==> src/ascr_pkg.sv <==
// constants, field layout and types for the converter status and configuration register
package ascr_pkg;
    localparam int ADDR_W = 2;
    localparam int DATA_W = 16;
    localparam int CH_W = 4;
    localparam int RESULT_W = 12;
    localparam logic [1:0] OFS_STATUS = 2'h0;
    localparam logic [1:0] OFS_CTRL = 2'h1;
    localparam logic [1:0] OFS_DATA = 2'h2;
    localparam int RST_FLAG_BIT = 14;
    localparam int DONE_BIT = 13;
    localparam int ZERO_BIT = 12;
    localparam int REF_SEL_BIT = 7;
    localparam int REF_GAIN_BIT = 6;
    localparam int EXT_EN_BIT = 5;
    localparam int MODE_BIT = 15;
    localparam int FIRST_LSB = 8;
    localparam int LAST_LSB = 4;
    localparam logic RST_FLAG_RST = 1'h1;
    localparam logic DONE_RST = 1'h0;
    localparam logic REF_SEL_RST = 1'h0;
    localparam logic REF_GAIN_RST = 1'h0;
    localparam logic EXT_EN_RST = 1'h0;
    localparam logic MODE_RST = 1'h0;
    localparam logic [CH_W-1:0] CH_RST = 4'h0;
    localparam int CLK_MHZ = 250;
    localparam int DAV_PULSE_NS = 2000;
    localparam int DAV_PULSE_CYC = (DAV_PULSE_NS * CLK_MHZ + 999) / 1000;
    localparam int CONV_NS = 5000;
    localparam int CONV_CYC = (CONV_NS * CLK_MHZ + 999) / 1000;
    localparam int TMR_W = 11;
    typedef enum logic [0:0] {SEQ_IDLE, SEQ_CONV} ascr_seq_t;
endpackage

==> src/ascr_rise_det.sv <==
// rising edge detector for a synchronous level
`timescale 1ns/1ps
module ascr_rise_det (
    input wire logic clk_i,      // system clock
    input wire logic rst_n_i,    // synchronous reset, active low
    input wire logic ce_i,       // clock enable
    input wire logic level_i,    // sampled level
    output logic rise_o          // one-cycle rise
);
    logic prev_q;
    logic prev_d;

    always_comb begin
        prev_d = level_i;
    end

    // reset to 1 so a level already high at reset is not taken as an edge
    always_ff @(posedge clk_i) begin
        if (!rst_n_i) begin
            prev_q <= 1'h1;
        end else if (ce_i) begin
            prev_q <= prev_d;
        end
    end

    assign rise_o = level_i & ~prev_q;
endmodule

==> src/ascr_timer.sv <==
// reloadable down counter giving a busy level and an expiry pulse
`timescale 1ns/1ps
module ascr_timer #(
    parameter int W = 11,
    parameter int COUNT = 500
) (
    input wire logic clk_i,          // system clock
    input wire logic rst_n_i,        // synchronous reset, active low
    input wire logic ce_i,           // clock enable
    input wire logic start_i,        // load COUNT
    output logic busy_o,             // counter non-zero
    output logic expire_o,           // last busy cycle
    output logic [W-1:0] count_o     // remaining cycles
);
    logic [W-1:0] cnt_q;
    logic [W-1:0] cnt_d;

    always_comb begin
        cnt_d = cnt_q;
        if (start_i) begin
            cnt_d = W'(COUNT);
        end else if (cnt_q != '0) begin
            cnt_d = cnt_q - W'(1);
        end
    end

    always_ff @(posedge clk_i) begin
        if (!rst_n_i) begin
            cnt_q <= '0;
        end else if (ce_i) begin
            cnt_q <= cnt_d;
        end
    end

    assign busy_o = (cnt_q != '0);
    assign expire_o = (cnt_q == W'(1));
    assign count_o = cnt_q;
endmodule

==> src/ascr_top.sv <==
// converter status/configuration register with trigger select and channel sequencer
`timescale 1ns/1ps
module ascr_top #(
    parameter int CONV_CYCLES = ascr_pkg::CONV_CYC,
    parameter int DAV_CYCLES = ascr_pkg::DAV_PULSE_CYC
) (
    input wire logic CLK_I,                                   // 250 MHz clock
    input wire logic RST_N_I,                                 // sync reset, active low
    input wire logic CE_I,                                    // clock enable
    input wire logic [ascr_pkg::ADDR_W-1:0] ADDR_I,           // register address
    input wire logic [ascr_pkg::DATA_W-1:0] WDATA_I,          // write data
    input wire logic WR_I,                                    // write strobe
    input wire logic RD_I,                                    // read strobe
    output logic [ascr_pkg::DATA_W-1:0] RDATA_O,              // read data, next cycle
    input wire logic CONVERT_I,                               // external convert trigger
    input wire logic [ascr_pkg::RESULT_W-1:0] ADC_RESULT_I,   // converter result
    output logic [ascr_pkg::CH_W-1:0] ADC_CHANNEL_O,          // channel being converted
    output logic ADC_BUSY_O,                                  // sequence running
    output logic DATA_AVAILABLE_PIN_N_O,                      // data-available pin, low active
    output logic REF_INT_CONNECT_O,                           // internal ref to reference pin
    output logic REF_LEVEL_HIGH_O,                            // internal ref at 2.5 V
    output logic CS_REFERENCE_SELECT_O,                       // to current source
    output logic CS_REFERENCE_GAIN_O                          // to current source
);
    import ascr_pkg::*;

    logic rst_flag_q, rst_flag_d;
    logic done_q, done_d;
    logic ref_sel_q, ref_sel_d;
    logic ref_gain_q, ref_gain_d;
    logic ext_en_q, ext_en_d;
    logic mode_q, mode_d;
    logic [CH_W-1:0] first_q, first_d;
    logic [CH_W-1:0] last_q, last_d;
    logic [CH_W-1:0] ch_q, ch_d;
    logic [RESULT_W-1:0] result_q, result_d;
    logic [DATA_W-1:0] rdata_q, rdata_d;
    ascr_seq_t seq_q, seq_d;

    logic wr_stat, wr_ctrl, rd_stat, rd_ctrl, rd_data;
    logic auto_eff, auto_eff_d;
    logic start_int, start_ext, start, conv_start, pass_end, abort;
    logic conv_expire, conv_busy;
    logic dav_start, dav_busy;
    logic [TMR_W-1:0] dav_count;
    logic conv_rise;
    logic [DATA_W-1:0] stat_word, ctrl_word;

    ascr_rise_det u_rise (
        .clk_i(CLK_I),
        .rst_n_i(RST_N_I),
        .ce_i(CE_I),
        .level_i(CONVERT_I),
        .rise_o(conv_rise)
    );

    ascr_timer #(.W(TMR_W), .COUNT(CONV_CYCLES)) u_conv_tmr (
        .clk_i(CLK_I),
        .rst_n_i(RST_N_I),
        .ce_i(CE_I),
        .start_i(conv_start),
        .busy_o(conv_busy),
        .expire_o(conv_expire),
        .count_o()
    );

    ascr_timer #(.W(TMR_W), .COUNT(DAV_CYCLES)) u_dav_tmr (
        .clk_i(CLK_I),
        .rst_n_i(RST_N_I),
        .ce_i(CE_I),
        .start_i(dav_start),
        .busy_o(dav_busy),
        .expire_o(),
        .count_o(dav_count)
    );

    assign wr_stat = WR_I && (ADDR_I == OFS_STATUS);
    assign wr_ctrl = WR_I && (ADDR_I == OFS_CTRL);
    assign rd_stat = RD_I && (ADDR_I == OFS_STATUS);
    assign rd_ctrl = RD_I && (ADDR_I == OFS_CTRL);
    assign rd_data = RD_I && (ADDR_I == OFS_DATA);
    assign auto_eff = mode_q && !ext_en_q;

    // unused and bit 12 positions stay zero
    always_comb begin
        stat_word = '0;
        stat_word[RST_FLAG_BIT] = rst_flag_q;
        stat_word[DONE_BIT] = done_q;
        stat_word[REF_SEL_BIT] = ref_sel_q;
        stat_word[REF_GAIN_BIT] = ref_gain_q;
        stat_word[EXT_EN_BIT] = ext_en_q;
        ctrl_word = '0;
        ctrl_word[MODE_BIT] = mode_q;
        ctrl_word[FIRST_LSB +: CH_W] = first_q;
        ctrl_word[LAST_LSB +: CH_W] = last_q;
    end

    always_comb begin
        rst_flag_d = rst_flag_q;
        done_d = done_q;
        ref_sel_d = ref_sel_q;
        ref_gain_d = ref_gain_q;
        ext_en_d = ext_en_q;
        mode_d = mode_q;
        first_d = first_q;
        last_d = last_q;
        ch_d = ch_q;
        result_d = result_q;
        seq_d = seq_q;
        conv_start = 1'b0;
        pass_end = 1'b0;
        // configuration writes
        if (wr_stat) begin
            rst_flag_d = rst_flag_q & WDATA_I[RST_FLAG_BIT];
            ref_sel_d = WDATA_I[REF_SEL_BIT];
            ref_gain_d = WDATA_I[REF_GAIN_BIT];
            ext_en_d = WDATA_I[EXT_EN_BIT];
        end
        if (wr_ctrl) begin
            mode_d = WDATA_I[MODE_BIT];
            first_d = WDATA_I[FIRST_LSB +: CH_W];
            last_d = WDATA_I[LAST_LSB +: CH_W];
        end
        if (ext_en_d) begin
            mode_d = 1'b0;
        end
        auto_eff_d = mode_d && !ext_en_d;
        start_int = wr_ctrl && !ext_en_q;
        start_ext = ext_en_q && conv_rise && (seq_q == SEQ_IDLE);
        start = start_int || start_ext;
        abort = auto_eff && ext_en_d;
        // channel sequencer
        case (seq_q)
            SEQ_IDLE: begin
                seq_d = SEQ_IDLE;
            end
            SEQ_CONV: begin
                if (conv_expire) begin
                    result_d = ADC_RESULT_I;
                    if (ch_q == last_q) begin
                        pass_end = 1'b1;
                        if (auto_eff) begin
                            ch_d = first_q;
                            conv_start = 1'b1;
                        end else begin
                            seq_d = SEQ_IDLE;
                        end
                    end else begin
                        ch_d = ch_q + CH_W'(1);
                        conv_start = 1'b1;
                    end
                end
            end
            default: begin
                seq_d = SEQ_IDLE;
            end
        endcase
        if (start) begin
            seq_d = SEQ_CONV;
            ch_d = first_d;
            conv_start = 1'b1;
        end
        if (abort) begin
            seq_d = SEQ_IDLE;
            conv_start = 1'b0;
        end
        // host clears lose to a completing pass
        if ((wr_stat && !WDATA_I[DONE_BIT]) || rd_data) begin
            done_d = 1'b0;
        end
        if (pass_end && !auto_eff) begin
            done_d = 1'b1;
        end
        if (start || auto_eff_d) begin
            done_d = 1'b0;
        end
    end

    assign dav_start = pass_end && auto_eff;

    always_comb begin
        rdata_d = '0;
        if (rd_stat) begin
            rdata_d = stat_word;
        end else if (rd_ctrl) begin
            rdata_d = ctrl_word;
        end else if (rd_data) begin
            rdata_d = {{(DATA_W-RESULT_W){1'b0}}, result_q};
        end
    end

    always_ff @(posedge CLK_I) begin
        if (!RST_N_I) begin
            rst_flag_q <= RST_FLAG_RST;
            done_q <= DONE_RST;
            ref_sel_q <= REF_SEL_RST;
            ref_gain_q <= REF_GAIN_RST;
            ext_en_q <= EXT_EN_RST;
            mode_q <= MODE_RST;
            first_q <= CH_RST;
            last_q <= CH_RST;
            ch_q <= CH_RST;
            result_q <= '0;
            rdata_q <= '0;
            seq_q <= SEQ_IDLE;
        end else if (CE_I) begin
            rst_flag_q <= rst_flag_d;
            done_q <= done_d;
            ref_sel_q <= ref_sel_d;
            ref_gain_q <= ref_gain_d;
            ext_en_q <= ext_en_d;
            mode_q <= mode_d;
            first_q <= first_d;
            last_q <= last_d;
            ch_q <= ch_d;
            result_q <= result_d;
            rdata_q <= rdata_d;
            seq_q <= seq_d;
        end
    end

    assign RDATA_O = rdata_q;
    assign ADC_CHANNEL_O = ch_q;
    assign ADC_BUSY_O = (seq_q == SEQ_CONV);
    // pulse mode only while auto is in effect; otherwise the pin follows the flag
    assign DATA_AVAILABLE_PIN_N_O = auto_eff ? !dav_busy : !done_q;
    assign REF_INT_CONNECT_O = !ref_sel_q;
    assign REF_LEVEL_HIGH_O = ref_gain_q && !ref_sel_q;
    assign CS_REFERENCE_SELECT_O = ref_sel_q;
    assign CS_REFERENCE_GAIN_O = ref_gain_q;
endmodule

==> config.mk <==
export PLATFORM = sky130hd
export DESIGN_NAME = ascr_top
export DESIGN_NICKNAME = d
export VERILOG_FILES = /design/src/ascr_pkg.sv /design/src/ascr_rise_det.sv /design/src/ascr_timer.sv /design/src/ascr_top.sv
export SDC_FILE = /design/constraint.sdc
export NUM_CORES = 1
export LEC_CHECK = 0
export BUFFER_PORTS_ARGS = -buffer_cell sky130_fd_sc_hd__clkbuf_2
export CAP_MARGIN = 20
export CORE_ASPECT_RATIO = 2
export CORE_MARGIN = 5
export CORE_UTILIZATION = 55
export CTS_CLUSTER_DIAMETER = 120
export DETAILED_ROUTE_END_ITERATION = 10
export PLACE_DENSITY = 0.78
export SYNTH_ARGS = -nofsm -noshare
export SYNTH_HDL_FRONTEND = slang
export SYNTH_HIERARCHICAL = 1
export SYNTH_SLANG_ARGS = --single-unit
==> constraint.sdc <==
create_clock -name CLK_I -period 5.8 [get_ports CLK_I]
set_input_delay 1.16 -clock CLK_I [delete_from_list [all_inputs] [get_ports CLK_I]]
set_output_delay 1.16 -clock CLK_I [all_outputs]
set_load 0.005 [all_outputs]
==> impl_metrics.yaml <==
run_status:
  outcome: "finished clean"
sta:
  fmax_ghz: 0.286
  hold_slack_ns: 0.465
  finalCritPeriodShare: 0.602
  finalHoldViolCount: 0
  clock-skew-final_ns: 0.00466
  slew_headroom: 0.336
  setup-tns-final_ns: 0
  worstMarginPinSlew_ns: 0.996
  setup_violations: 0
  grt_setup_unrepaired: "no"
  final.min_clock_period_ns: 3.49
  slew_violations: 0
cells_and_area:
  area_growth_pct: 14.6
  final_common_cell: "nand2_1"
  fin_nets: 502
  diodes: 0
  layout_common_cells: "nand2_1 (78), dfxtp_1 (69), clkbuf_2 (55)"
  design_area_mm2: 0.00414
  instances_no_fill: 553
  drive_above_1_share: 0.251
logic_synthesis:
  yosysWarnings: 6
  synth_nets: 456
  netlist_area_mm2: 0.00362
  synth_cells: 416
  syn_area_per_cell_um2: 8.69
floorplanning:
  die_w_um: 67.3
  rows: 41
  die-area_mm2: 0.00839
  initial_core_util: 0.568
  die_h_um: 125
  io-pin-count: 62
  coreArea_mm2: 0.00636
route:
  via_per_inst: 5.83
  ant_nets: 0
  route.detailed.drc: 0
  num_vias: 3223
  first_pass_iters: 4
  wl_per_cell_um: 16.1
  drt-initial-drc-count: 249
  wl_um: 8880
critical_path:
  max_stage_delay_ns: 0.64
  required_ns: 6.06
  critPathKind: "flop to flop"
  critPathTopFamily: "simple AND/OR/NAND/NOR gates"
  crit_buf_inv: 1
  crit_slowest_cell: "or4_2"
  worstPathCellList: "nor3_1, and2_2, and3_1, nand2_1, nor3_1, or4b_1, o41ai_2, buf_4, or4_2, a21oi_1"
  crit_top_cell: "nor3_1"
  arrival_ns: 3.76
  startpoint_type: "flop"
  crit_path_max_fanout: 12
  endpoint_kind: "flop"
clocking:
  clkLatencyLatePin_ns: 0.33
  cts.sink_count: 69
  cts_resized: 0
  cts_buffer_depth: 2
  postCtsHoldBufs: 0
  numCtsBuffers: 9
  postCtsSetupRepairBufs: 0
  cts_tree: "built"
  root_buffer: "clkbuf_16"
  clk_pin_slew_ns: 0.05
  ctsHtreeMaxLevel: 3
global_route:
  grt_max_degree: 58
  antenna_found_initial: 0
  grt_first_pass_wirelength_um: 15000
  grt_pass1_vias: 3287
  grt_overflow_total: 0
  gr-usage-all-layers: 0.231
placement:
  gp_congestion: 0.842
  port_buffers: 55
  placed_area_mm2: 0.00386
  dp_hpwl_um: 6190
  dp_cells: 537
power_and_ir_drop:
  irDropWorstVdd_uv: 251
  power.density_mw_per_mm2: 417
  p_leak_nw: 1.61
min_path:
  min_path_type: "flop to flop"
flow_run:
  maxCapViolCount: 0
[report_power, final]
part	switching (mW)	internal [mW]
Combinational	0.322	0.265
Clock	0.198	0.310
Sequential	0.0865	0.545
[registers in the layout, indices dropped and copies added, names as in the netlist, 4 cells and up]
signal and cells:
ADC_CHANNEL_O 4, RDATA_O 15, u_dav_tmr/count_o 11, first_q 4
result_q 12, u_conv_tmr/count_o 11, last_q 4
[layout make-up]
type | count | area (µm²)
clock buffer | 12 | 256
clock inverter | 4 | 22.5
fill | 596 | 2220
inverter | 9 | 33.8
multi-input combinational | 317 | 2060
sequential | 69 | 1380
tap | 86 | 108
timing repair buffer | 56 | 283
[worst register-to-register path: stages (launching register included)]
cell	delay (ns)
dfxtp_1	0.34
nor3_1	0.46
and2_2	0.23
and3_1	0.23
nand2_1	0.13
nor3_1	0.61
or4b_1	0.23
o41ai_2	0.14
buf_4	0.26
or4_2	0.64
a21oi_1	0.16
[metrics by stage]
step / setup WS (ns) / util / power (mW)
finish: 2.31 / 0.651 / 1.73
global route: 2.02 / 0.651 / 1.83
CTS: 2.35 / 0.651 / 1.73
detailed placement: 2.15 / 0.607 / 1.22
global placement: 2.22 / 0.607 / 1.19
floorplan: 2.98 / - / 1.11
[worst paths after layout]
path / startpoint / end / slack, ns / depth (start not counted)
setup / recovery: u_conv_tmr/count_o[9] / u_dav_tmr/count_o[9] / 2.31 / 10
hold / removal: result_q[2] / result_q[2] / 0.47 / 2
setup reg to reg: u_conv_tmr/count_o[9] / u_dav_tmr/count_o[9] / 2.31 / 10
hold reg to reg: result_q[2] / result_q[2] / 0.47 / 2
[metal layers]
| layer | track usage | vias to the layer above | wire (µm) |
|---|---|---|---|
| met5 | 0 | - | 0 |
| met4 | 0.0885 | 0 | 161 |
| met3 | 0.0560 | 12 | 380 |
| met1 | 0.250 | 1543 | 3490 |
| li1 | - | 1590 | - |
| met2 | 0.411 | 78 | 4850 |
No activity file was read; power rests on OpenSTA's default activity.
